--- src/hdl/djc_pkg.sv ---
// package for the drive jumper configuration and motor start block
// assumes one 200 MHz clock domain; no register bus
package djc_pkg;

  // ----------------------------------------
  // clock, timing and sizes
  // ----------------------------------------
  localparam int CLK_PERIOD_PS  = 5000;
  localparam int MAX_TUNE_SEEKS = 32;
  localparam int ADDR_POSITIONS = 7;
  localparam int ADDR_W         = 3;

  // ----------------------------------------
  // sector format codes (jumpers 2,3,4 as a 3-bit value)
  // ----------------------------------------
  localparam logic [7:0] SPT_000 = 8'h40;  // 64
  localparam logic [7:0] SPT_001 = 8'h23;  // 35
  localparam logic [7:0] SPT_010 = 8'h0A;  // 10
  localparam logic [7:0] SPT_011 = 8'h13;  // 19
  localparam logic [7:0] SPT_100 = 8'h24;  // 36
  localparam logic [7:0] SPT_101 = 8'h22;  // 34
  localparam logic [7:0] SPT_110 = 8'h57;  // 87
  localparam logic [2:0] FMT_ADDR_MARK = 3'h7;

  // ----------------------------------------
  // reset values
  // ----------------------------------------
  localparam logic [ADDR_W-1:0] ADDR_RST = 3'h0;
  localparam logic [7:0]        SPT_RST  = 8'h00;
  localparam logic [5:0]        SEEK_RST = 6'h00;

  typedef enum logic [2:0] {
    DJC_SAMPLE,
    DJC_WAIT_CMD,
    DJC_SPIN_UP,
    DJC_TUNE,
    DJC_TUNE_WAIT,
    DJC_READY
  } djc_state_t;

endpackage

--- src/hdl/djc_top.sv ---
// power-up jumper capture and spindle start sequencing for a disk drive
// assumes jumper inputs are static and synchronous; spindle and seek
// hardware answer with level/pulse handshakes below
`timescale 1ns/1ps
`default_nettype none
// What this block does
// - address from the single jumpered header position
// - after speed settles, up to 32 tuning seeks
// - jumpers 2-4 select sectors or address mark
// - jumper 1 absent: spindle starts at power-on
// - jumper 1 present: wait for motor-on command
// - command mode: attention, status bits 8, 9
module djc_top
  import djc_pkg::*;
#(
  parameter int N_SEEKS = djc_pkg::MAX_TUNE_SEEKS
)
(
  input  wire logic                                 i_clock,
  input  wire logic                                 i_rst_b,
  input  wire logic [djc_pkg::ADDR_POSITIONS-1:0]   i_drive_address_header,
  input  wire logic [4:0]                           i_config_select_header,
  input  wire logic                                 i_clear_attention,
  input  wire logic                                 i_start_motor,
  input  wire logic                                 i_speed_ok,
  input  wire logic                                 i_seek_done,
  input  wire logic                                 i_tune_complete,
  output logic      [djc_pkg::ADDR_W-1:0]           o_drive_addr,
  output logic                                      o_addr_valid,
  output logic      [7:0]                           o_sectors_per_track,
  output logic                                      o_address_mark_format,
  output logic                                      o_cmd_start_mode,
  output logic                                      o_attention,
  output logic                                      o_stat_por,
  output logic                                      o_stat_motor_stopped,
  output logic                                      o_spindle_on,
  output logic                                      o_seek_req,
  output logic                                      o_park_outer,
  output logic                                      o_ready
);

  // ----------------------------------------
  // jumper capture
  // ----------------------------------------
  djc_state_t state_r;
  logic       sampled_r;
  logic [5:0] seek_cnt_r;

  function automatic logic [ADDR_W:0] addr_of(input logic [ADDR_POSITIONS-1:0] h);
    logic [ADDR_W:0] r;
    r = {1'b0, ADDR_RST};
    for (int i = 0; i < ADDR_POSITIONS; i++)
      if (h == (ADDR_POSITIONS'(1) << i))
        r = {1'b1, ADDR_W'(i + 1)};
    return r;
  endfunction

  // sampling happens one clock after release so reset flops only take constants
  always_ff @(posedge i_clock or negedge i_rst_b)
  begin
    if (!i_rst_b)
    begin
      sampled_r        <= 1'b0;
      o_drive_addr     <= ADDR_RST;
      o_addr_valid     <= 1'b0;
      o_cmd_start_mode <= 1'b0;
    end
    else if (!sampled_r)
    begin
      sampled_r                      <= 1'b1;
      {o_addr_valid, o_drive_addr}   <= addr_of(i_drive_address_header);
      o_cmd_start_mode               <= i_config_select_header[0];
    end
  end

  djc_decode u_decode (
    .i_clock     (i_clock),
    .i_rst_b     (i_rst_b),
    .i_load      (!sampled_r),
    .i_fmt_bits  ({i_config_select_header[1], i_config_select_header[2],
                   i_config_select_header[3]}),
    .o_spt       (o_sectors_per_track),
    .o_addr_mark (o_address_mark_format)
  );

  // ----------------------------------------
  // host attention and status
  // ----------------------------------------
  always_ff @(posedge i_clock or negedge i_rst_b)
  begin
    if (!i_rst_b)
    begin
      o_attention <= 1'b0;
      o_stat_por  <= 1'b0;
    end
    else if (state_r == DJC_SAMPLE)
    begin
      // header bit is read directly here since the mode flop loads this cycle
      o_attention <= i_config_select_header[0];
      o_stat_por  <= i_config_select_header[0];
    end
    else if (i_clear_attention)
    begin
      o_attention <= 1'b0;
      o_stat_por  <= 1'b0;
    end
  end

  // ----------------------------------------
  // spindle and tuning sequence
  // ----------------------------------------
  always_ff @(posedge i_clock or negedge i_rst_b)
  begin
    if (!i_rst_b)
    begin
      state_r              <= DJC_SAMPLE;
      seek_cnt_r           <= SEEK_RST;
      o_spindle_on         <= 1'b0;
      o_stat_motor_stopped <= 1'b1;
      o_seek_req           <= 1'b0;
      o_park_outer         <= 1'b0;
      o_ready              <= 1'b0;
    end
    else
    begin
      o_seek_req <= 1'b0;
      case (state_r)
        DJC_SAMPLE:
        begin
          if (i_config_select_header[0])
            state_r <= DJC_WAIT_CMD;
          else
          begin
            o_spindle_on         <= 1'b1;
            o_stat_motor_stopped <= 1'b0;
            state_r              <= DJC_SPIN_UP;
          end
        end
        DJC_WAIT_CMD:
        begin
          // start is honoured only once attention has been cleared
          if (i_start_motor && !o_attention)
          begin
            o_spindle_on         <= 1'b1;
            o_stat_motor_stopped <= 1'b0;
            state_r              <= DJC_SPIN_UP;
          end
        end
        DJC_SPIN_UP:
        begin
          if (i_speed_ok)
          begin
            seek_cnt_r <= SEEK_RST;
            state_r    <= DJC_TUNE;
          end
        end
        DJC_TUNE:
        begin
          if (i_tune_complete || seek_cnt_r == 6'(N_SEEKS))
          begin
            o_park_outer <= 1'b1;
            o_ready      <= 1'b1;
            state_r      <= DJC_READY;
          end
          else
          begin
            o_seek_req <= 1'b1;
            seek_cnt_r <= seek_cnt_r + 6'h01;
            state_r    <= DJC_TUNE_WAIT;
          end
        end
        DJC_TUNE_WAIT:
        begin
          if (i_seek_done)
            state_r <= DJC_TUNE;
        end
        DJC_READY:
        begin
          state_r <= DJC_READY;
        end
        default:
        begin
          state_r <= DJC_SAMPLE;
        end
      endcase
    end
  end

endmodule
`default_nettype wire

--- src/hdl/djc_decode.sv ---
// sector format decoder for the configuration header
// jumper bits come straight from the header; this block captures them itself while i_load is high
`timescale 1ns/1ps
`default_nettype none
module djc_decode
  import djc_pkg::*;
(
  input  wire logic       i_clock,
  input  wire logic       i_rst_b,
  input  wire logic       i_load,
  input  wire logic [2:0] i_fmt_bits,
  output logic      [7:0] o_spt,
  output logic            o_addr_mark
);

  function automatic logic [7:0] spt_of(input logic [2:0] f);
    case (f)
      3'h0:    spt_of = SPT_000;
      3'h1:    spt_of = SPT_001;
      3'h2:    spt_of = SPT_010;
      3'h3:    spt_of = SPT_011;
      3'h4:    spt_of = SPT_100;
      3'h5:    spt_of = SPT_101;
      3'h6:    spt_of = SPT_110;
      default: spt_of = SPT_RST;
    endcase
  endfunction

  always_ff @(posedge i_clock or negedge i_rst_b)
  begin
    if (!i_rst_b)
    begin
      o_spt       <= SPT_RST;
      o_addr_mark <= 1'b0;
    end
    else if (i_load)
    begin
      o_spt       <= spt_of(i_fmt_bits);
      o_addr_mark <= (i_fmt_bits == FMT_ADDR_MARK);
    end
  end

endmodule
`default_nettype wire

--- config.mk ---
export PLATFORM = sky130hd
export DESIGN_NAME = djc_top
export DESIGN_NICKNAME = d
export VERILOG_FILES = /design/src/hdl/djc_pkg.sv /design/src/hdl/djc_top.sv /design/src/hdl/djc_decode.sv
export SDC_FILE = /design/constraint.sdc
export NUM_CORES = 1
export LEC_CHECK = 0
export BUFFER_PORTS_ARGS = -buffer_cell sky130_fd_sc_hd__buf_2
export CAP_MARGIN = 5
export CELL_PAD_IN_SITES_DETAIL_PLACEMENT = 1
export CELL_PAD_IN_SITES_GLOBAL_PLACEMENT = 2
export CORE_MARGIN = 3
export CORE_UTILIZATION = 30
export DETAILED_ROUTE_END_ITERATION = 8
export PLACE_DENSITY = 0.87
export SLEW_MARGIN = 30
export SYNTH_ARGS = -nofsm -noshare
export SYNTH_HDL_FRONTEND = slang
export SYNTH_SLANG_ARGS = --single-unit
--- constraint.sdc ---
create_clock -name i_clock -period 3.6 [get_ports i_clock]
set_input_delay 1.08 -clock i_clock [delete_from_list [all_inputs] [get_ports i_clock]]
set_output_delay 1.08 -clock i_clock [all_outputs]
set_load 0.01 [all_outputs]
; Word-level counts from Yosys, hierarchy flattened
; Cells that the tools add are included.
[totals]
ff_bits = 29
input_bits = 19
[op_classes]
add_sub_neg = 1
eq_ne = 25
mux = 27
reduce_logical = 12
[op_table]
columns = op, n
row1 = 7-bit one-hot mux with 7 select lines, 1
row2 = 4-bit 2-to-1 mux, 7
row3 = 3-bit == test (second input constant), 6
row4 = 3-bit one-hot mux with 6 select lines, 1
row5 = 3-bit by 2-bit == test with 1-bit output (second input constant), 4
row6 = 6-bit 2-to-1 mux, 2
row7 = 6-bit one-hot mux with 2 select lines, 1
row8 = 2-bit != test (second input constant), 5
row9 = 1-bit 2-to-1 mux, 9
row10 = 3-bit 2-to-1 mux, 3
row11 = 3-bit AND reduction, 3
row12 = 7-bit by 1-bit == test with 1-bit output (second input constant), 1
row13 = 7-bit by 2-bit == test with 1-bit output (second input constant), 1
row14 = 7-bit by 3-bit == test with 1-bit output (second input constant), 1
row15 = 7-bit by 4-bit == test with 1-bit output (second input constant), 1
row16 = 7-bit by 5-bit == test with 1-bit output (second input constant), 1
row17 = 7-bit by 6-bit == test with 1-bit output (second input constant), 1
row18 = 7-bit == test (second input constant), 1
row19 = 6-bit by 1-bit adder with 6-bit output (second input constant), 1
row20 = 3-bit by 1-bit == test with 1-bit output (second input constant), 2
row21 = 6-bit == test (second input constant), 1
row22 = 3-bit zero test, 2
row23 = 2-bit nonzero test, 3
row24 = 1-bit one-hot mux with 2 select lines, 2
row25 = other kinds (5), 5

; Longest topological paths before layout
; Gate-level depths: netlist (run 1).
[logic_depth]
word_depth = 8
depth_mapped = 6
ltp_nobuf = 6

; By module
; From an unflattened synthesis (run 1), not the netlist that was laid out.
[hier_totals]
hier_cells = 167
area_unflattened_um2 = 1594.0
[by_module_without_submodules]
columns = mod, n_inst, cells_per_inst, area_each_um2
row1 = djc_top, 1, 129, 1187.4
row2 = djc_decode, 1, 38, 406.6

; Least setup slack after synthesis (run 1)
; OpenSTA, ideal clock, no wires.
[synth_timing]
kind = in2reg
start = input port i_tune_complete
end = register seek_cnt_r[5]
setup_time_ps = 78
t_arrival_ps = 2316
path_slack_ps = 1207
path_stages = 4
n_path_buf = 0
path_cell_list = and2_1 > a2111o_1 > or4_1 > a21oi_1
[synth_between]
elab_chain_len = 3
[synth_rtl]
columns = item, line_no
row1 = from (decl), djc_top.sv:27  ; input wire logic i_tune_complete,
row2 = 1-bit logical OR, djc_top.sv:159  ; if (i_tune_complete || seek_cnt_r == 6'(N_SEEKS))
row3 = 2-bit != test (no source line), -
row4 = 3-bit AND reduction (no source line), -
row5 = to (signal assigned), djc_top.sv:168  ; seek_cnt_r <= seek_cnt_r + 6'h01;
row6 = to (decl), djc_top.sv:47  ; logic [5:0] seek_cnt_r;
; No other way between the ends.
; A chain may end at the register's enable or synchronous reset.

; Worst setup path in the final report (run 1)
; Ends and elaborated chain as after synthesis.

==> results of run 1 <==
-- critical path: cells and delay by family --
kind / cells / cell delay, ns
AOI/OAI and AO/OA: 2 / 0.65
buffers and inverters: 1 / 0.10
and+or+nand+nor: 2 / 0.68
-- logic make-up (layout without fill, tap and decap cells) --
logic type	Yosys count	count (layout)
and+or+nand+nor	63	63
AOI/OAI and AO/OA	38	38
DFF	28	28
buffers and inverters	20	47
xor gates and xnor gates	6	6
muxes	4	4
adders and majority gates	2	2
other	2	2
-- where the power goes --
part           total [mW]  switching [mW]  leakage (nW)  internal, mW
sequential          0.458          0.0802         0.352         0.378
clock               0.192          0.0943        0.0288        0.0979
combinational       0.266           0.142         0.409         0.123
total               0.916           0.317         0.790         0.599
-- synthesized netlist by cell type (3+ instances only) --
| library cell | instances | share of area, % |
|---|---|---|
| nor3_1 | 7 | 2.4 |
| xor2_1 | 4 | 2.4 |
| nand2b_1 | 6 | 2.5 |
| or4_1 | 3 | 1.5 |
| buf_4 | 3 | 1.5 |
| o31ai_1 | 5 | 2.5 |
| dfrtp_1 | 27 | 46 |
| or3_1 | 4 | 1.7 |
| nor2b_1 | 3 | 1.3 |
| nand3_1 | 3 | 1.0 |
| clkbuf_1 | 11 | 2.8 |
| a21oi_1 | 7 | 2.4 |
| nor2_1 | 7 | 1.8 |
| mux2_2 | 3 | 2.3 |
| inv_1 | 6 | 1.5 |
| o21ai_0 | 15 | 5.1 |
| nand2_1 | 21 | 5.3 |
-- metal layers --
layer	GRT usage (%)	share of wire [%]	wire length (µm)	up-vias
met3	3.19	4.7	150	2
met1	14.9	47	1510	578
li1	-	-	-	619
met4	1.63	0.25	8	0
met2	19.1	48	1520	27
met5	0	0	0	-
-- state kept, by name, indices dropped and copies added, names as in the netlist --
name / count
o_addr_valid: 1
o_cmd_start_mode: 1
o_drive_addr: 3
o_ready: 1
o_seek_req: 1
o_spindle_on: 1
o_stat_motor_stopped: 1
o_stat_por: 1
sampled_r: 1
seek_cnt_r: 6
state_r: 3
u_decode.o_addr_mark: 1
u_decode.o_spt: 7
-- layout make-up --
type | count | area (µm²)
inverters | 6 | 22.5
fillers | 565 | 2820
repair buffers | 37 | 185
well taps | 65 | 81.3
multi-input cells | 115 | 694
flip-flops and latches | 28 | 702
clock buffers | 4 | 55.1
-- final timing paths --
path | start | end | slack [ns] | depth (start not counted)
hold reg to reg | o_spindle_on | o_spindle_on | 0.48 | 1
setup reg to reg | seek_cnt_r[0] | seek_cnt_r[5] | 1.54 | 6
hold / removal | o_spindle_on | o_spindle_on | 0.48 | 1
min in group asynchronous | i_rst_b | seek_cnt_r[5] | 0.81 | 1
setup / recovery | i_tune_complete | seek_cnt_r[5] | 1.28 | 5
max in group asynchronous | i_rst_b | sampled_r | 2.38 | 1
-- stage by stage --
step	hold WS, ns	setup WS (ns)
2_1_floorplan	0.499	1.21
3_3_place_gp	0.445	1.02
3_5_place_dp	0.466	0.983
4_1_cts	0.489	1.28
5_1_grt	0.514	1.24
6_report	0.482	1.28
==> reports/metrics.yaml, run 1 <==
min_path_type: "reg -> reg"
area_growth_pct: 17.4
wirelength_um: 3190
placed_cells: 251
final_common_cell: "buf_2"
crit_path_cell_trace: "buf_2 > and2_1 > a2111o_1 > or4_1 > a21oi_1"
end_kind: "flop"
power_leakage_nw: 0.790
cts_tree: "yes"
status: "complete, no violations"
syn-instance-count: 163
yosys_warnings: 0
num_vias: 1226
rows: 24
cts_sinks: 28
drive_gt1_share_pct: 24.2
yosys.area_share.adder_pct: 1.69
antennaDiodeCount: 0
synthMuxAreaShare_pct: 2.95
crit_arrival_ns: 2.53
grt_util_all_layers_pct: 11.4
cts-buffers-inserted: 3
cp_slowest_cell: "or4_1"
via_per_inst: 4.81
drt_pass1_iterations: 4
path_clk_slew_ns: 0.10
synth_edf_count: 0
avgRoutedWirePerCell_um: 12.5
power_per_cell_area_nw_per_um2: 526
portBuffers: 37
ys_types: 36
final_util_pct: 38.1
fmax_ghz: 0.431
htreeDepth: 1
syn_area_um2: 1480
tightest_slew_ns: 0.644
cts-resized-gates: 0
synth_top_family_by_area: "simple AND/OR/NAND/NOR gates"
die_x_um: 76.3
cts_hold_buf: 0
dieArea_um2: 5820
critPathLaunchType: "primary input"
final_cells: 255
crit_type: "in -> reg"
grt_pass1_vias: 1219
fin_nets: 212
clockRootBuffer: "clkbuf_8"
maxSlewHeadroom_pct: 57.1
synth_compound_area_share_pct: 16.2
grt_pass1_wl_um: 5620
syn_avg_cell_area_um2: 9.10
synth_xor_area_share_pct: 3.54
ant_nets: 0
finalPower_mw: 0.916
core_area_um2: 4560
rsz0062_at_grt: "false"
drc: 0
fin_skew_ns: 0.00916
cp_max_fo: 10
finalSetupViolations: 0
grt-ovfl-total: 0
timing.final.crit_share_pct: 64.4
ir_worst_vdd_uv: 170
synthFlopType: "dfrtp_1"
synthSimpleGateAreaFrac_pct: 21.9
cts_max_path_buffers: 2
post_cts_buffers: 0
fin_crit_ns: 2.32
antenna_found_initial: 0
synth-seq-cells: 28
dp_hpwl_um: 2420
fin_area_um2: 1740
tns_ns: 0
synth_fp_nets: 184
ys_seq_area_share_pct: 47.3
finalHoldViolCount: 0
slew_viol_final: 0
critical_path.max_stage_delay_ns: 0.53
placed_cell_area_um2: 1690
clock_latency_ns: 0.27
routabilityCongestion: 0.745
dr.first_iter.drc_count: 38
layout_common_cells: "37 x buf_2, 27 x dfrtp_1, 21 x nand2_1, 15 x o21ai_0"
maxCapViolations: 0
ios: 40
required_ns: 3.81
initial_core_util_pct: 32.5
grt_max_degree: 29
async_flop_share_pct: 100
die-height_um: 76.3
(Power assumes the default switching activity.)
==> inputs of run 2 (changes only) <==
--- a/config.mk
+++ b/config.mk
@@ -5,12 +5,13 @@
 export SDC_FILE = /design/constraint.sdc
 export NUM_CORES = 1
 export LEC_CHECK = 0
+export ABC_AREA = 1
 export BUFFER_PORTS_ARGS = -buffer_cell sky130_fd_sc_hd__buf_2
 export CAP_MARGIN = 5
 export CELL_PAD_IN_SITES_DETAIL_PLACEMENT = 1
 export CELL_PAD_IN_SITES_GLOBAL_PLACEMENT = 2
 export CORE_MARGIN = 3
-export CORE_UTILIZATION = 30
+export CORE_UTILIZATION = 28
 export DETAILED_ROUTE_END_ITERATION = 8
 export PLACE_DENSITY = 0.87
 export SLEW_MARGIN = 30
==> constraint.sdc (replaced) <==
create_clock -name i_clock -period 2.3 [get_ports i_clock]
set_input_delay 0.69 -clock i_clock [delete_from_list [all_inputs] [get_ports i_clock]]
set_output_delay 0.69 -clock i_clock [all_outputs]
set_load 0.01 [all_outputs]
==> run 2 against run 1 <==
Net effect: first-iteration DRC count is 63% higher; critical path type is now reg -> out; worst hold slack lost 0.050 ns; area after synthesis shrank 2.9%; worst setup slack got worse by 0.60 ns; synthesized cell count rose by 13%; critical path depth shrank 4; final area shrank 1.2%; largest cell class unchanged; power shrank 1.6%; non-clock buffer count unchanged.
==> reports/metrics.yaml, run 2 <==
status: "complete, no violations"  # unchanged
routabilityCongestion: 0.814  # was 0.745
grt_max_degree: 29  # unchanged
drt_pass1_iterations: 2  # was 4
synth_edf_count: 0  # unchanged
crit_type: "reg -> out"  # was in -> reg
dp_worst_setup_slack_ns: 0.649  # was 0.983 ns
yosysMostFrequentCell: "nand2_1"  # was dfrtp_1
grt_pass1_vias: 1266  # was 1,219
drc: 0  # unchanged
power_per_cell_area_nw_per_um2: 524  # was 526 nW/µm²
power_leakage_nw: 0.920  # was 0.790 nW
syn-instance-count: 185  # was 163
synth_commonest_cells: "44 x nand2_1, 32 x nor2_1, 27 x dfrtp_1"  # was 27 x dfrtp_1, 21 x nand2_1, 15 x o21ai_0
synth-seq-cells: 28  # unchanged
antenna_found_initial: 0  # unchanged
synth_fp_nets: 206  # was 184
avgRoutedWirePerCell_um: 11.2  # was 12.5 µm
die_x_um: 77.7  # was 76.3 µm
yosysTopAreaCell: "dfrtp_1"  # unchanged
wirelength_um: 3230  # was 3190 µm
critPathLaunchType: "flop"  # was primary input
final_common_cell: "nand2_1"  # was buf_2
multi_input_area_um2: 617  # was 694 µm²
r2r_slack_ns: 0.87  # was 1.54 ns
layout_common_cells: "44 x nand2_1, 37 x buf_2, 32 x nor2_1, 27 x dfrtp_1, 22 x inv_1"  # was 37 x buf_2, 27 x dfrtp_1, 21 x nand2_1, 15 x o21ai_0
yosys_warnings: 0  # unchanged
sw_frac_of_total_pct: 24.8  # was 34.6%
dp_hpwl_um: 2550  # was 2420 µm
cts-buffers-inserted: 3  # unchanged
p_sw_mw: 0.223  # was 0.317 mW
ys_seq_area_share_pct: 48.7  # was 47.3%
htreeDepth: 1  # unchanged
post_cts_buffers: 0  # unchanged
worst-path-buf-inv: 1  # unchanged
cp_max_fo: 2  # was 10
finalHoldViolCount: 0  # unchanged
cts_max_path_buffers: 2  # unchanged
cts_hold_buf: 0  # unchanged
r2r_end: "u_decode.o_spt[6]"  # was seek_cnt_r[5]
maxCapViolations: 0  # unchanged
setup_ws_ns: 0.679  # was 1.28 ns
tightest_slew_ns: 0.645  # was 0.644 ns
crit_family: "flip-flops"  # was simple AND/OR/NAND/NOR gates
path_clk_slew_ns: 0.09  # was 0.10 ns
rsz0062_at_grt: "false"  # unchanged
maxSlewHeadroom_pct: 57.0  # was 57.1%
fin_crit_ns: 1.62
slew_viol_final: 0  # unchanged
clockRootBuffer: "clkbuf_8"  # unchanged
die-height_um: 77.7  # was 76.3 µm
via_per_inst: 4.42  # was 4.81
ios: 40  # unchanged
grt_pass1_wl_um: 5670  # was 5620 µm
area_growth_pct: 19.4  # was 17.4%
p_comb_share_pct: 11.4  # was 29.0%
grt-ovfl-total: 0  # unchanged
p_int_mw: 0.677  # was 0.599 mW
drive_gt1_share_pct: 22.6  # was 24.2%
clkPwrFrac_pct: 30.3  # was 21.0%
fin_skew_ns: 0.00190  # was 0.00916 ns
ys_types: 28  # was 36
fin_nets: 243  # was 212
largest_reg_flops: 7  # unchanged
cts_sinks: 28  # unchanged
synthFlopType: "dfrtp_1"  # unchanged
cts_tree: "yes"  # unchanged
clock_latency_ns: 0.27  # about the same
finalSetupViolations: 0  # unchanged
rows: 25  # was 24
core_area_um2: 4850  # was 4560 µm²
crit_path_cell_trace: "buf_2"  # was buf_2 > and2_1 > a2111o_1 > or4_1 > a21oi_1
timing.final.crit_share_pct: 70.5
cp_slowest_cell: "dfstp_2"  # was or4_1
yosys.area.top_type_share_pct: 46.9  # was 45.6%
reg.largest.list: "u_decode.o_spt x7, seek_cnt_r x6"  # unchanged
dieArea_um2: 6040  # was 5820 µm²
syn_avg_cell_area_um2: 7.78  # was 9.10 µm²
fmax_ghz: 0.617
min_path_type: "in -> async"  # was reg -> reg
end_kind: "output pin"  # was flop
rr_startpoint: "sampled_r"  # was seek_cnt_r[0]
largest_register: "u_decode.o_spt"  # unchanged
syn_area_um2: 1440  # was 1480 µm²
tns_ns: 0  # unchanged
seqPwrFrac_pct: 58.4  # was 50.0%
num_vias: 1274  # was 1,226
cts-resized-gates: 0  # unchanged
initial_core_util_pct: 29.7  # was 32.5%
ant_nets: 0  # unchanged
n_fill_cell: 616  # was 565
portBuffers: 37  # unchanged
ir_worst_vdd_uv: 207  # was 170 µV
ff2ff_path_depth: 4  # was 6
antennaDiodeCount: 0  # unchanged
crit_arrival_ns: 0.93  # was 2.53 ns
regArea_um2: 702  # unchanged
required_ns: 1.61  # was 3.81 ns
dr.first_iter.drc_count: 62  # was 38
grt_util_all_layers_pct: 11.7  # was 11.4%
whs_ns: 0.432  # was 0.482 ns
ys_top_cells_by_area: "dfrtp_1 47%, nand2_1 11%, nor2_1 8.3%, inv_1 5.7%, nand3_1 4.9%"  # was dfrtp_1 46%, nand2_1 5.3%, o21ai_0 5.1%, clkbuf_1 2.8%, nand2b_1 2.5%
critical_path.max_stage_delay_ns: 0.54  # was 0.53 ns
async_flop_share_pct: 100  # unchanged
run 2: cell types whose count changed after synthesis, moves of 4 or more:
cell / change
nor2_1: +25
nand2_1: +23
inv_1: +16
clkbuf_1: -11
nand3_1: +11
a21oi_1: -7
nand2b_1: -6
nor3_1: -6
or3_1: -4
xor2_1: -4
run 2: cell type report:
class | count | area share (%)
clock buffer | 4 | 2.62
inverter | 23 | 5.02
multi-input combinational | 129 | 35.9
sequential | 28 | 40.8
tap | 67 | 4.88
timing repair buffer | 37 | 10.8
run 2: cell families (layout without fill, tap and decap cells):
| logic type | count (synthesis) | after routing | synth area share, % |
|---|---|---|---|
| XOR/XNOR | 1 | 1 | 0.608 |
| AO/OA/AOI/OAI | 21 | 21 | 8.43 |
| other | 2 | 2 | 0.521 |
| flip-flops | 28 | 28 | 48.7 |
| buffers and inverters | 28 | 64 | 8.43 |
| adder cells (fa/ha/maj) | 2 | 2 | 1.74 |
| AND/OR/NAND/NOR | 103 | 103 | 31.5 |
run 2: metal layers:
layer  wire length (µm)  GRT usage, %  part of all wire (%)
met1               1520          14.8                    47
met2               1520          19.3                    47
met3                131          2.09                   4.1
met4                 66          5.34                   2.0
met5                  0             0                     0
run 2: worst max-delay path by stage:
stage	startpoint	end	slack, ns	cells after the start
6_report	o_stat_motor_stopped	o_stat_motor_stopped	0.68	1
2_1_floorplan	i_drive_address_header[1]	o_addr_valid	0.94	7
3_5_place_dp	i_drive_address_header[1]	o_addr_valid	0.65	8
5_1_grt	o_stat_motor_stopped	o_stat_motor_stopped	0.63	1
4_1_cts	o_stat_motor_stopped	o_stat_motor_stopped	0.66	1
3_3_place_gp	i_drive_address_header[3]	o_addr_valid	0.67	8
run 2: metrics by stage:
stage	utilization (%)	power (mW)	cells	instance area (µm²)
finish	35.5	0.901	288	1720
detailed placement	34.5	0.642	284	1670
global placement	34.5	0.640	284	1670
global route	35.5	0.957	288	1720
floorplan	-	0.583	185	1440
CTS	35.5	0.925	288	1720
run 2: power groups by stage:
stage               clock network (mW)  logic (mW)  registers, mW
floorplan                            0      0.0406          0.543
global placement                     0       0.104          0.536
detailed placement                   0       0.106          0.536
CTS                              0.292       0.106          0.527
global route                     0.308       0.120          0.530
finish                           0.273       0.102          0.526
